### src/core/spio_pkg.sv
`default_nettype none

package spio_pkg;

  // ----------------------------------------------------------------
  // Bus geometry
  // ----------------------------------------------------------------
  localparam int unsigned ADDR_W = 16;          // Register address width
  localparam int unsigned DATA_W = 8;           // Register data width

  // ----------------------------------------------------------------
  // Port geometry
  // ----------------------------------------------------------------
  localparam int unsigned PA_W   = 7;           // Port A pin count
  localparam int unsigned PB_W   = 8;           // Port B pin count
  localparam int unsigned TMR_W  = 2;           // Timer channels on port B
  localparam int unsigned CHS_W  = 5;           // Converter select width
  localparam int unsigned ELS_W  = 2;           // Edge/level field per channel
  localparam int unsigned TMR_LO = 6;           // First port B pin owned by timer
  localparam int unsigned SYNC_N = 2;           // Pin synchroniser depth

  // ----------------------------------------------------------------
  // Register offsets
  // ----------------------------------------------------------------
  localparam logic [15:0] OFF_PA_DATA = 16'h0000;  // port_a_pin_data
  localparam logic [15:0] OFF_PB_DATA = 16'h0001;  // port_b_pin_data
  localparam logic [15:0] OFF_PA_DIR  = 16'h0004;  // port_a_direction
  localparam logic [15:0] OFF_PB_DIR  = 16'h0005;  // port_b_direction

  // ----------------------------------------------------------------
  // Reset values
  // ----------------------------------------------------------------
  localparam logic [6:0] RST_PA_DIR = 7'h00;    // All port A pins inputs
  localparam logic [7:0] RST_PB_DIR = 8'h00;    // All port B pins inputs
  localparam logic [7:0] RST_RDATA  = 8'h00;    // Read data idle value
  localparam logic [7:0] RD_UNMAP   = 8'h00;    // Answer to unmapped reads

  // ----------------------------------------------------------------
  // Carriers
  // ----------------------------------------------------------------
  // One register bus request, all fields valid in the same cycle
  typedef struct packed {
    logic [ADDR_W-1:0] addr;
    logic [DATA_W-1:0] wdata;
    logic              wr;
    logic              rd;
  } spio_bus_req_t;

  // Timer channel drive toward the shared port B pins
  typedef struct packed {
    logic [TMR_W-1:0][ELS_W-1:0] els;          // timer_edge_level_select
    logic [TMR_W-1:0]            out;          // Compare/PWM level
    logic [TMR_W-1:0]            oe;           // Timer wants to drive
  } spio_timer_t;

endpackage : spio_pkg

`default_nettype wire

### src/core/spio_ports.sv
// The implementer's own choice: the plain strobed port.
`default_nettype none

module spio_ports
  import spio_pkg::*;
(
  input  wire logic                clock,
  input  wire logic                rstn,
  input  wire logic                ce,
  input  wire spio_bus_req_t       bus_req,
  output var  logic [DATA_W-1:0]   bus_rdata,
  input  wire logic [PA_W-1:0]     pa_pin_in,
  output var  logic [PA_W-1:0]     pa_pin_out,
  output var  logic [PA_W-1:0]     pa_pin_oe,
  output var  logic [PA_W-1:0]     pa_pin_level,
  input  wire logic [PB_W-1:0]     pb_pin_in,
  output var  logic [PB_W-1:0]     pb_pin_out,
  output var  logic [PB_W-1:0]     pb_pin_oe,
  input  wire logic [CHS_W-1:0]    analog_channel_select,
  output var  logic [PB_W-1:0]     adc_pin_connect,
  input  wire spio_timer_t         second_timer_unit,
  output var  logic [TMR_W-1:0]    second_timer_channel_pins
);

  // ----------------------------------------------------------------
  // Helper functions
  // ----------------------------------------------------------------

  // Read mux shared by both ports: latch when driving, else pin or zero
  function automatic logic [7:0] rd_mux(
    input logic [7:0] latch,
    input logic [7:0] pin,
    input logic [7:0] dir,
    input logic [7:0] zero
  );
    logic [7:0] r;
    r = '0;
    for (int i = 0; i < 8; i++) begin
      if (dir[i]) begin
        r[i] = latch[i];
      end else if (zero[i]) begin
        r[i] = 1'b0;
      end else begin
        r[i] = pin[i];
      end
    end
    return r;
  endfunction : rd_mux

  // Address compare used by every register access
  function automatic logic hit(
    input logic [ADDR_W-1:0] a,
    input logic [ADDR_W-1:0] off
  );
    return a == off;
  endfunction : hit

  // ----------------------------------------------------------------
  // Storage
  // ----------------------------------------------------------------
  logic [PA_W-1:0]   pa_latch_ff;               // port_a_latch_bit, no reset
  logic [PA_W-1:0]   pa_dir_ff;                 // port_a_direction_bit
  logic [PB_W-1:0]   pb_latch_ff;               // port_b_pin_data latches, no reset
  logic [PB_W-1:0]   pb_dir_ff;                 // port_b_direction_bit
  logic [DATA_W-1:0] rdata_ff;                  // Read answer register
  logic [PA_W-1:0]   pa_out_ff;                 // Port A pin drive level
  logic [PA_W-1:0]   pa_oe_ff;                  // Port A buffer enables
  logic [PA_W-1:0]   pa_lvl_ff;                 // Port A level to shared units
  logic [PB_W-1:0]   pb_out_ff;                 // Port B pin drive level
  logic [PB_W-1:0]   pb_oe_ff;                  // Port B buffer enables
  logic [PB_W-1:0]   adc_con_ff;                // Converter switch per pin
  logic [TMR_W-1:0]  tmr_in_ff;                 // Capture level to the timer

  // ----------------------------------------------------------------
  // Synchronised pin levels
  // ----------------------------------------------------------------
  logic [PA_W-1:0] pa_sync;                     // Port A, clock domain
  logic [PB_W-1:0] pb_sync;                     // Port B, clock domain

  // Both ports share one chain so their levels are sampled together
  spio_sync #(
    .W (PA_W + PB_W)
  ) u_sync (
    .clock (clock),
    .rstn  (rstn),
    .ce    (ce),
    .d     ({pb_pin_in, pa_pin_in}),
    .q     ({pb_sync, pa_sync})
  );

  // ----------------------------------------------------------------
  // Bus decode
  // ----------------------------------------------------------------
  logic wr_pa_data;                             // Write to port A latches
  logic wr_pb_data;                             // Write to port B latches
  logic wr_pa_dir;                              // Write to port A direction
  logic wr_pb_dir;                              // Write to port B direction

  // Strobes qualified by address; the master never sees a wait
  always_comb begin
    wr_pa_data = 1'b0;
    wr_pb_data = 1'b0;
    wr_pa_dir  = 1'b0;
    wr_pb_dir  = 1'b0;
    if (bus_req.wr && hit(bus_req.addr, OFF_PA_DATA)) begin
      wr_pa_data = 1'b1;
    end else if (bus_req.wr && hit(bus_req.addr, OFF_PB_DATA)) begin
      wr_pb_data = 1'b1;
    end else if (bus_req.wr && hit(bus_req.addr, OFF_PA_DIR)) begin
      wr_pa_dir = 1'b1;
    end else if (bus_req.wr && hit(bus_req.addr, OFF_PB_DIR)) begin
      wr_pb_dir = 1'b1;
    end
  end

  // ----------------------------------------------------------------
  // Shared pin ownership on port B
  // ----------------------------------------------------------------
  logic [PB_W-1:0] adc_sel;                     // Pin picked by the converter
  logic [PB_W-1:0] tmr_own;                     // Pin claimed by a timer channel
  logic [PB_W-1:0] tmr_out;                     // Timer level aligned to pins
  logic [PB_W-1:0] tmr_oe;                      // Timer enable aligned to pins

  // Select codes past the last pin belong to internal channels
  always_comb begin
    adc_sel = '0;
    if (analog_channel_select < CHS_W'(PB_W)) begin
      adc_sel[analog_channel_select[2:0]] = 1'b1;
    end
  end

  // Any non-zero edge/level code hands the pin to its channel
  always_comb begin
    tmr_own = '0;
    tmr_out = '0;
    tmr_oe  = '0;
    for (int j = 0; j < TMR_W; j++) begin
      tmr_own[TMR_LO+j] = |second_timer_unit.els[j];
      tmr_out[TMR_LO+j] = second_timer_unit.out[j];
      tmr_oe[TMR_LO+j]  = second_timer_unit.oe[j];
    end
  end

  // ----------------------------------------------------------------
  // Next pin drive for port B
  // ----------------------------------------------------------------
  logic [PB_W-1:0] nxt_pb_oe;                   // Buffer enable to register
  logic [PB_W-1:0] nxt_pb_out;                  // Drive level to register

  // Converter first, then timer, then the general-purpose direction.
  // The converter path is analog, so the digital buffer must stay off.
  always_comb begin
    nxt_pb_oe  = '0;
    nxt_pb_out = '0;
    for (int i = 0; i < PB_W; i++) begin
      if (adc_sel[i]) begin
        nxt_pb_oe[i]  = 1'b0;
        nxt_pb_out[i] = 1'b0;
      end else if (tmr_own[i]) begin
        nxt_pb_oe[i]  = tmr_oe[i];
        nxt_pb_out[i] = tmr_out[i];
      end else begin
        nxt_pb_oe[i]  = pb_dir_ff[i];
        nxt_pb_out[i] = pb_latch_ff[i] & pb_dir_ff[i];
      end
    end
  end

  // ----------------------------------------------------------------
  // Next read answer
  // ----------------------------------------------------------------
  logic [DATA_W-1:0] nxt_rdata;                 // Value shown next cycle

  // Only the synchronised levels reach the read path
  always_comb begin
    nxt_rdata = RD_UNMAP;
    if (hit(bus_req.addr, OFF_PA_DATA)) begin
      nxt_rdata = rd_mux({1'b0, pa_latch_ff}, {1'b0, pa_sync},
                         {1'b0, pa_dir_ff}, 8'h00);
    end else if (hit(bus_req.addr, OFF_PB_DATA)) begin
      nxt_rdata = rd_mux(pb_latch_ff, pb_sync,
                         pb_dir_ff, adc_sel);
    end else if (hit(bus_req.addr, OFF_PA_DIR)) begin
      nxt_rdata = {1'b0, pa_dir_ff};
    end else if (hit(bus_req.addr, OFF_PB_DIR)) begin
      nxt_rdata = pb_dir_ff;
    end
  end

  // ----------------------------------------------------------------
  // Data latches
  // ----------------------------------------------------------------

  // No reset branch: the latches keep their contents through reset.
  // The pin drive registers below are reset, so no X reaches a pin.
  always_ff @(posedge clock) begin
    if (ce && wr_pa_data) begin
      pa_latch_ff <= bus_req.wdata[PA_W-1:0];
    end
  end

  // Port B latches likewise persist and take every write made while ce is high
  always_ff @(posedge clock) begin
    if (ce && wr_pb_data) begin
      pb_latch_ff <= bus_req.wdata;
    end
  end

  // ----------------------------------------------------------------
  // Direction registers
  // ----------------------------------------------------------------

  // Port A direction, cleared by reset, bit seven dropped
  always_ff @(posedge clock or negedge rstn) begin
    if (!rstn) begin
      pa_dir_ff <= RST_PA_DIR;
    end else if (ce && wr_pa_dir) begin
      pa_dir_ff <= bus_req.wdata[PA_W-1:0];
    end
  end

  // Port B direction, cleared by reset
  always_ff @(posedge clock or negedge rstn) begin
    if (!rstn) begin
      pb_dir_ff <= RST_PB_DIR;
    end else if (ce && wr_pb_dir) begin
      pb_dir_ff <= bus_req.wdata;
    end
  end

  // ----------------------------------------------------------------
  // Read data register
  // ----------------------------------------------------------------

  // Answer stands for exactly the cycle after the read strobe
  always_ff @(posedge clock or negedge rstn) begin
    if (!rstn) begin
      rdata_ff <= RST_RDATA;
    end else if (ce) begin
      if (bus_req.rd) begin
        rdata_ff <= nxt_rdata;
      end else begin
        rdata_ff <= RST_RDATA;
      end
    end
  end

  // ----------------------------------------------------------------
  // Port A pin drive
  // ----------------------------------------------------------------

  // Registered drive costs one cycle of latency after a write, but
  // keeps every pin output glitch-free and straight from a flop.
  always_ff @(posedge clock or negedge rstn) begin
    if (!rstn) begin
      pa_oe_ff  <= RST_PA_DIR;
      pa_out_ff <= '0;
    end else if (ce) begin
      pa_oe_ff  <= pa_dir_ff;
      pa_out_ff <= pa_latch_ff & pa_dir_ff;
    end
  end

  // Level seen by the serial and keypad units sharing port A
  always_ff @(posedge clock or negedge rstn) begin
    if (!rstn) begin
      pa_lvl_ff <= '0;
    end else if (ce) begin
      pa_lvl_ff <= pa_sync;
    end
  end

  // ----------------------------------------------------------------
  // Port B pin drive and shared-unit signals
  // ----------------------------------------------------------------

  // Buffer and level registered together so they switch as a pair
  always_ff @(posedge clock or negedge rstn) begin
    if (!rstn) begin
      pb_oe_ff  <= RST_PB_DIR;
      pb_out_ff <= '0;
    end else if (ce) begin
      pb_oe_ff  <= nxt_pb_oe;
      pb_out_ff <= nxt_pb_out;
    end
  end

  // Analog switch closes only on the pin the converter has selected
  always_ff @(posedge clock or negedge rstn) begin
    if (!rstn) begin
      adc_con_ff <= '0;
    end else if (ce) begin
      adc_con_ff <= adc_sel;
    end
  end

  // Capture input is cut while the converter owns the pin, so a
  // late timer disable cannot see the analog level as edges.
  always_ff @(posedge clock or negedge rstn) begin
    if (!rstn) begin
      tmr_in_ff <= '0;
    end else if (ce) begin
      for (int j = 0; j < TMR_W; j++) begin
        tmr_in_ff[j] <= pb_sync[TMR_LO+j] & ~adc_sel[TMR_LO+j];
      end
    end
  end

  // ----------------------------------------------------------------
  // Outputs
  // ----------------------------------------------------------------
  assign bus_rdata                 = rdata_ff;
  assign pa_pin_out                = pa_out_ff;
  assign pa_pin_oe                 = pa_oe_ff;
  assign pa_pin_level              = pa_lvl_ff;
  assign pb_pin_out                = pb_out_ff;
  assign pb_pin_oe                 = pb_oe_ff;
  assign adc_pin_connect           = adc_con_ff;
  assign second_timer_channel_pins = tmr_in_ff;

endmodule : spio_ports

`default_nettype wire

### src/core/spio_sync.sv
`default_nettype none

// Two-stage level synchroniser; only the second stage is visible
module spio_sync
  import spio_pkg::*;
#(
  parameter int unsigned W = 8
) (
  input  wire logic         clock,
  input  wire logic         rstn,
  input  wire logic         ce,
  input  wire logic [W-1:0] d,
  output var  logic [W-1:0] q
);

  logic [W-1:0] meta_ff;                        // First stage, read by q_ff only
  logic [W-1:0] q_ff;                           // Second stage

  // ----------------------------------------------------------------
  // Shift chain, frozen with the clock enable
  // ----------------------------------------------------------------
  always_ff @(posedge clock or negedge rstn) begin
    if (!rstn) begin
      meta_ff <= '0;
      q_ff    <= '0;
    end else if (ce) begin
      meta_ff <= d;
      q_ff    <= meta_ff;
    end
  end

  assign q = q_ff;

endmodule : spio_sync

`default_nettype wire

### config.mk
export PLATFORM = sky130hd
export DESIGN_NAME = spio_ports
export DESIGN_NICKNAME = d
export VERILOG_FILES = /design/src/core/spio_pkg.sv /design/src/core/spio_ports.sv /design/src/core/spio_sync.sv
export SDC_FILE = /design/constraint.sdc
export NUM_CORES = 1
export LEC_CHECK = 0
export ABC_AREA = 0
export BUFFER_PORTS_ARGS = -buffer_cell sky130_fd_sc_hd__clkbuf_2
export CORE_ASPECT_RATIO = 0.9
export CORE_MARGIN = 2
export CORE_UTILIZATION = 49
export CTS_BUF_LIST = sky130_fd_sc_hd__clkbuf_8 sky130_fd_sc_hd__clkbuf_16
export DETAILED_ROUTE_END_ITERATION = 12
export PLACE_DENSITY = 0.86
export SLEW_MARGIN = 20
export SYNTH_ARGS = -nofsm -noshare
export SYNTH_HDL_FRONTEND = slang
export SYNTH_SLANG_ARGS = --single-unit
### constraint.sdc
create_clock -name clock -period 1 [get_ports clock]
set_input_delay 0.05 -clock clock [delete_from_list [all_inputs] [get_ports clock]]
set_output_delay 0.05 -clock clock [all_outputs]
set_load 0.02 [all_outputs]
[After elaboration in Yosys (flattened, before gate mapping)]
Index checks and enable logic that the tools add are counted.
Word-level totals
  register bits after elaboration: 115
  word-level logic and storage cells: 106
  input port bits: 57
Cells by class
  equality and inequality tests: 3
  reductions and logical operators: 12
  bitwise logic cells: 13
  multiplexer cells: 61
  $lt $le $gt $ge: 3
Operator list (count)
  $mux W1: 54
  $mux W8: 6
  $eq A16 B3 Y1 const B: 2
  $eq A16 B1 Y1 const B: 1
  $logic_not A16 Y1: 1
  $and A1 B1 Y1: 10
  $logic_and A1 B1 Y1: 9
  $and A7 B7 Y7: 1
  $lt A5 B4 Y1 const B: 1
  $lt A3 B4 Y1 const B: 1
  $reduce_or A2 Y1: 2
  $demux W1 S3: 1
  $ge A3 B1 Y1 const B: 1
  $not A1 Y1: 2

[Depth between registers and ports, before layout]
Gate-level depths: netlist of run 1.
  word-level depth: 10
  depth in mapped cells: 6

[Hierarchy]
Synthesis of run 1 repeated with hierarchy kept, for this count alone.
Unflattened totals
  cell total of the unflattened synthesis: 401
  area total of the unflattened synthesis: 5067.4 um^2
Modules (own cells, without submodules)
  spio_ports: seq. area each 2202.1 um^2, instances 1, cells an instance 338, area each 3832.4 um^2
  spio_sync: seq. area each 750.7 um^2, instances 1, cells an instance 63, area each 1234.9 um^2

[Worst setup path after synthesis of run 1]
OpenSTA, ideal clock, no wires.
  kind: in2reg
  from: in ce
  to: reg pa_latch_ff[0], enable pin
  arrival: 1358 ps
  path slack: -738 ps
  stages: 5
  buffers on the path: 3
  library setup time: 380 ps
  data required time: 620 ps
  cell sequence: clkbuf_1 -> clkbuf_1 -> buf_2 -> nand2_1 -> nor3_1
Between the ends
  cells in the longest elaborated chain, start to end: 1
RTL lines
  from (decl): line spio_ports.sv:9  | input wire logic ce,
  $logic_and A1 B1 Y1: line spio_ports.sv:197  | if (ce && wr_pa_data) begin
  to (signal assigned): line spio_ports.sv:198  | pa_latch_ff <= bus_req.wdata[PA_W-1:0];
  to (decl): line spio_ports.sv:61  | logic [PA_W-1:0] pa_latch_ff;
No other way between the ends.
A chain may end at the register's enable or synchronous reset.

[Final worst setup path of run 1]
  from: reg pb_dir_ff[7]
  to: reg rdata_ff[7] (netlist: bus_rdata[7])
Between the ends
  cells in the longest elaborated chain, start to end: 5
  elaborated cells on any way between the ends: 6
RTL lines
  from (decl): line spio_ports.sv:64  | logic [PB_W-1:0] pb_dir_ff;
  from (signal assigned): line spio_ports.sv:227  | pb_dir_ff <= bus_req.wdata;
  $mux W8: line spio_ports.sv:185  | end else if (hit(bus_req.addr, OFF_PB_DIR)) begin
  $mux W8: line spio_ports.sv:183  | end else if (hit(bus_req.addr, OFF_PA_DIR)) begin
  $mux W8 (*): line spio_ports.sv:180  | end else if (hit(bus_req.addr, OFF_PB_DATA)) begin
  $mux W8 (*): line spio_ports.sv:177  | if (hit(bus_req.addr, OFF_PA_DATA)) begin
  $mux W8 (*): line spio_ports.sv:240  | if (bus_req.rd) begin
  to (signal assigned): line spio_ports.sv:241  | rdata_ff <= nxt_rdata;
  to (decl): line spio_ports.sv:65  | logic [DATA_W-1:0] rdata_ff;
Mark *: on every way between the ends. The rest lies on a longest branch, timed or not.

==> results of run 1 <==
[area by class of cell]
class,count,area share
Clock buffer,21,0.0610
Multi-Input combinational cell,219,0.252
Sequential cell,115,0.376
Inverter,34,0.0162
Timing Repair Buffer,237,0.266
Tap cell,126,0.0200
Clock inverter,11,0.00922
[synthesized netlist by cell type (all sizes together), types with 2 or more instances]
master  count
o21ai      14
and3        2
nand2      16
a21oi       6
edfxtp     15
nor2        7
mux2       77
o211ai      7
buf         9
nand3      24
o22ai      19
nor2b       3
inv        34
nor3        3
nor4        5
clkbuf      7
nand4       3
mux2i       7
a211oi      5
nand2b      5
dfrtp     100
and2        6
[metrics by stage]
step | std cells | setup WS (ns) | setup TNS, ns
2_1_floorplan | 384 | -0.299 | -9.12
3_3_place_gp | 661 | -0.455 | -15.41
3_5_place_dp | 661 | -0.513 | -17.49
4_1_cts | 745 | -0.151 | -7.22
5_1_grt | 763 | -0.292 | -10.57
6_report | 763 | -0.265 | -7.99
[sequential cells by signal, summed over array words and instances, names as in the netlist]
register and cells:
pa_pin_out 7, pb_pin_oe 8, second_timer_channel_pins 2, bus_rdata 8, pa_dir_ff 7, pa_pin_oe 7, u_sync.meta_ff 15, adc_pin_connect 8
pb_pin_out 8, pb_latch_ff 8, pa_pin_level 7, u_sync.q 15, pa_latch_ff 7, pb_dir_ff 8
[kinds of logic (layout without fill, tap and decap cells)]
kind of cell	Yosys count	count (layout)	synth area share
flops	115	115	0.601
mux	84	84	0.191
simple gates	79	79	0.0960
compound gates	56	56	0.0721
buf+inv	50	303	0.0402
[path summary, 6_finish.rpt]
kind	to	slack, ns	cells after the start
min in group clock	pb_pin_oe[7]	0.03	3
max in group asynchronous	pb_dir_ff[1]	0.53	3
max reg2reg	bus_rdata[7]	-0.27	3
min	u_sync.meta_ff[6]	-0.03	2
max	bus_rdata[7]	-0.27	3
min reg2reg	u_sync.meta_ff[5]	0.51	1
[layout by cell type (no fill, tap or decap), types with 18 or more instances in the layout]
cell type | netlist | layout
clkbuf_2 | 0 | 53
clkbuf_8 | 0 | 22
buf_6 | 0 | 41
dlygate4sd3_1 | 0 | 30
o22ai_1 | 19 | 19
buf_4 | 1 | 85
inv_1 | 34 | 40
dfrtp_1 | 100 | 96
mux2_2 | 71 | 57
nand3_1 | 24 | 18
[routing by layer]
layer / up-vias / routed length [microns] / share of wire
met3: 110 / 1590 / 0.093
li1: 1861 / - / -
met5: - / 0 / 0
met4: 0 / 1040 / 0.061
met1: 2205 / 6190 / 0.36
met2: 341 / 8230 / 0.48
[power by group through the flow]
stage          Clock (mW)  Sequential, mW  Combinational, mW
6_report             5.65            5.19               1.56
5_1_grt              5.94            5.21               1.65
4_1_cts              5.59            5.16               1.38
3_5_place_dp            0            5.23               1.15
3_3_place_gp            0            5.21               1.11
2_1_floorplan           0            5.29              0.484
[timing repair]
action,4_1_cts,5_1_grt
hold buffers,29,1
endpoints found under the hold margin,150,18
setup buffers,23,17
pin swaps,14,19
setup endpoints to repair,69,101
gates resized for setup,55,136
==> results.py, run 1 <==
metrics = {
    "logic_synthesis": {
        "synth_area_leaders": "dfrtp_1, mux2_2, edfxtp_1",
        "async_flop_share": 0.870,
        "synthCells": 384,
        "syn_area_sq_um": 4910,
        "yosys_register_bits": 115,
        "synth_cell_types": 38,
        "yosys_warnings": 0,
        "seq_area_frac_synth": 0.601,
        "synth_top_flop_cell": "dfrtp_1",
        "yosysTopAreaCellShare": 0.509,
        "syn_avg_cell_area_sq_um": 12.8,
        "synth_edf_count": 15,
        "syn_nets": 441,
        "yosys.area.top_type": "dfrtp_1",
    },
    "place": {
        "globalplace.congestion": 0.880,
        "dp_hpwl_microns": 8820,
        "io_buffers": 111,
        "place_area_sq_um": 6160,
    },
    "cts": {
        "cts_buffers": 17,
        "htreeDepth": 4,
        "cts.sinks": 115,
        "clk_pin_slew_ns": 0.06,
        "cts_root_buf": "clkbuf_8",
        "cts.path.max_buffers": 2,
        "clk_latency_ns": 0.52,
        "cts_tree": "done",
    },
    "pwr": {
        "seqPwrFrac": 0.419,
        "powerDensity_nw_per_um2": 1570,
        "vdd_drop_max_mv": 1.16,
        "p_switching_mw": 3.00,
        "power_mw": 12.4,
        "switching_share": 0.242,
        "internal-power_mw": 9.40,
        "combPwrFrac": 0.126,
        "leakage_nw": 3.68,
        "clkPwrFrac": 0.455,
    },
    "sta": {
        "rsz0062_at_grt": "yes",
        "worstMarginPinSlew_ns": 0.457,
        "min_period_ns": 1.27,
        "drv_slew": 0,
        "finalHoldViolations": 16,
        "max_freq_ghz": 0.791,
        "hold_ws_ns": -0.0260,
        "setup_viol": 99,
        "layout_setup_ws_ns": -0.265,
        "period_share": 1.27,
        "clock_skew_ns": 0.0119,
        "slew_headroom": 0.692,
    },
    "cells_and_area": {
        "finalNetCount": 681,
        "design_area_sq_um": 7880,
        "num_antenna_cells": 0,
        "final-seq-area_sq_um": 2960,
        "fillers": 474,
        "syn_to_final_growth_pct": 60.3,
        "utilization": 0.812,
        "drive_above_1_share": 0.532,
        "multiInputGateArea_sq_um": 1980,
    },
    "die": {
        "row_count": 34,
        "dieArea_sq_um": 10800,
        "die_w_microns": 110,
        "io_pins": 112,
        "coreArea_sq_um": 9700,
        "start_util": 0.507,
        "dieHeight_microns": 99,
    },
    "detailed_routing": {
        "wl_per_cell_microns": 22.4,
        "drc": 0,
        "vias": 4517,
        "drt-initial-drc-count": 399,
        "totalWireLength_microns": 17100,
        "dr.pass1.iters": 9,
        "ant_nets": 0,
        "viasPerCell": 5.92,
    },
    "run": {
        "cap_violations": 0,
    },
    "setup_path": {
        "slowest_delay_ns": 0.45,
        "path_class": "reg -> reg",
        "startpoint": "pb_dir_ff[7]",
        "crit_path_start_kind": "flop",
        "r2r_start": "pb_dir_ff[7]",
        "end_kind": "flop",
        "cp_slowest_cell": "dfrtp_2",
        "crit_path_max_fanout": 5,
        "cp_top_family": "compound AO/OA/AOI/OAI gates",
        "crit_arrival_ns": 1.64,
        "crit_buf_inv": 0,
        "critPathRequiredTime_ns": 1.38,
        "path_cells": "nor2_1, a32oi_1, o32ai_1",
    },
    "global_routing": {
        "grt_use_met3": 0.0886,
        "overflow": 0,
        "use_met2": 0.457,
        "grt_pass1_wl_microns": 23000,
        "grt_max_degree": 50,
        "track_usage": 0.286,
        "top_usage_layer": "met2",
        "grt_use_met1": 0.360,
        "antenna_found_initial": 0,
        "grt_pass1_vias": 4399,
    },
    "run_status": {
        "failed_checks": "negative hold slack, negative setup slack",
        "outcome": "complete, but fails checks",
    },
    "min_path": {
        "hp-class": "in -> async",
    },
}
No activity file was read; power rests on OpenSTA's default activity.
==> inputs of run 2 (changes only) <==
--- a/config.mk
+++ b/config.mk
@@ -12,7 +12,7 @@
 export CORE_UTILIZATION = 49
 export CTS_BUF_LIST = sky130_fd_sc_hd__clkbuf_8 sky130_fd_sc_hd__clkbuf_16
 export DETAILED_ROUTE_END_ITERATION = 12
-export PLACE_DENSITY = 0.86
+export PLACE_DENSITY = 0.76
 export SLEW_MARGIN = 20
 export SYNTH_ARGS = -nofsm -noshare
 export SYNTH_HDL_FRONTEND = slang
==> results.py, run 2 (synthesis results as in run 1) <==
metrics = {
    "detailed_routing": {
        "drt-initial-drc-count": 341,
        "viasPerCell": 5.73,
        "totalWireLength_microns": 16700,
        "dr.pass1.iters": 5,
        "drc": 0,
        "wl_per_cell_microns": 21.7,
        "ant_nets": 0,
        "vias": 4409,
    },
    "place": {
        "globalplace.congestion": 0.793,
        "dp_hpwl_microns": 8620,
        "place_area_sq_um": 6180,
        "io_buffers": 111,
    },
    "pwr": {
        "powerDensity_nw_per_um2": 1590,
        "power_mw": 12.7,
        "leakage_nw": 3.69,
        "vdd_drop_max_mv": 1.30,
    },
    "cts": {
        "cts_root_buf": "clkbuf_8",
        "cts_buffers": 17,
        "cts.sinks": 115,
        "cts_tree": "done",
        "cts.path.max_buffers": 2,
        "htreeDepth": 4,
        "clk_latency_ns": 0.53,
        "clk_pin_slew_ns": 0.06,
    },
    "global_routing": {
        "antenna_found_initial": 0,
        "grt_max_degree": 49,
        "track_usage": 0.269,
        "grt_pass1_vias": 4329,
        "grt_pass1_wl_microns": 22000,
        "overflow": 0,
    },
    "sta": {
        "min_period_ns": 1.26,
        "layout_setup_ws_ns": -0.262,
        "setup_viol": 105,
        "clock_skew_ns": 0.0110,
        "drv_slew": 0,
        "worstMarginPinSlew_ns": 0.529,
        "rsz0062_at_grt": "yes",
        "setup_tns_ns": -8.81,
        "slew_headroom": 0.646,
        "period_share": 1.26,
        "finalHoldViolations": 0,
        "max_freq_ghz": 0.792,
    },
    "cells_and_area": {
        "finalNetCount": 688,
        "utilization": 0.823,
        "layout.cells.most_common": "dfrtp_1",
        "drive_above_1_share": 0.536,
        "design_area_sq_um": 7980,
        "num_antenna_cells": 0,
        "syn_to_final_growth_pct": 62.4,
        "final_cell_mix": "dfrtp_1, buf_4, clkbuf_2",
    },
    "setup_path": {
        "slowest_delay_ns": 0.44,
        "critPathRequiredTime_ns": 1.41,
        "cp_slowest_cell": "dfrtp_1",
        "crit_arrival_ns": 1.67,
        "crit_buf_inv": 0,
        "path_class": "reg -> reg",
        "end_kind": "flop",
        "path_cells": "nand2b_1, a21oi_1, a211oi_2, o22ai_1",
        "crit_path_max_fanout": 4,
        "crit_path_start_kind": "flop",
        "cp_top_family": "compound AO/OA/AOI/OAI gates",
    },
    "die": {
        "io_pins": 112,
        "dieArea_sq_um": 10800,
        "row_count": 34,
        "die_w_microns": 110,
        "dieHeight_microns": 99,
        "coreArea_sq_um": 9700,
        "start_util": 0.507,
    },
    "run": {
        "cap_violations": 0,
    },
    "run_status": {
        "outcome": "complete, but fails checks",
        "failed_checks": "negative setup slack",
    },
    "min_path": {
        "hp-class": "in -> reg",
    },
}
## run 2: cell count changes in the layout (fill, tap and decap cells not counted), sizes merged
cell,before,now
inv,40,35
bufinv,1,2
buf,136,144
dlygate4sd3,30,37
clkbuf,92,82
clkinvlp,0,3
clkinv,4,7
## run 2: path summary, 6_finish.rpt
check                                     to  slack, ns  depth (start not counted)         startpoint
max in group asynchronous       pb_dir_ff[7]      -0.05                          3               rstn
max reg2reg                     bus_rdata[2]      -0.26                          4       pb_dir_ff[2]
min reg2reg                u_sync.meta_ff[8]       0.50                          1  u_sync.meta_ff[8]
min in group asynchronous       pa_pin_oe[3]       0.06                          3               rstn
max                             bus_rdata[2]      -0.26                          4       pb_dir_ff[2]
min                             bus_rdata[7]       0.04                          5        bus_req[20]
## run 2: power by group
part           switching (mW)  internal (mW)  leakage (nW)
Sequential              0.198           4.99          1.43
Combinational           0.707          0.855          1.98
Clock                    2.29           3.66         0.280
## run 2: layout make-up
| class | count | area [sq um] |
|---|---|---|
| inverter | 34 | 128 |
| clock inverter | 13 | 134 |
| tap | 126 | 158 |
| clock buffer | 19 | 442 |
| timing repair buffer | 244 | 2170 |
| sequential | 115 | 2960 |
| fill | 462 | 1720 |
| multi-input combinational | 219 | 1990 |
## run 2: repair_timing
item                       in CTS  in global routing
setup endpoints to repair      71                103
buffers inserted               15                 24
pin swaps                      15                 15
hold endpoints to repair      153                 12
hold buffers                   36                  2
resized for setup              42                158
## run 2: through the flow
stage          hold slack (ns)  setup WS [ns]  instances
2_1_floorplan           -0.246         -0.299        384
3_3_place_gp           -0.0707         -0.458        662
3_5_place_dp           -0.0674         -0.539        662
4_1_cts                -0.0652         -0.147        745
5_1_grt                 0.0261         -0.268        770
6_report                0.0402         -0.262        770
## run 2: routing by layer
| metal | vias up | track usage | share of wire |
|---|---|---|---|
| met2 | 275 | 0.448 | 0.50 |
| met3 | 84 | 0.0721 | 0.069 |
| met4 | 0 | 0.114 | 0.054 |
| li1 | 1875 | - | - |
| met5 | - | 0 | 0 |
| met1 | 2175 | 0.330 | 0.37 |
## run 2: worst min-delay path, cell delays in order
cell and delay (ns):
buf_6 0.08, nor4_4 0.05, buf_4 0.14, nand3_4 0.09, o32ai_2 0.11
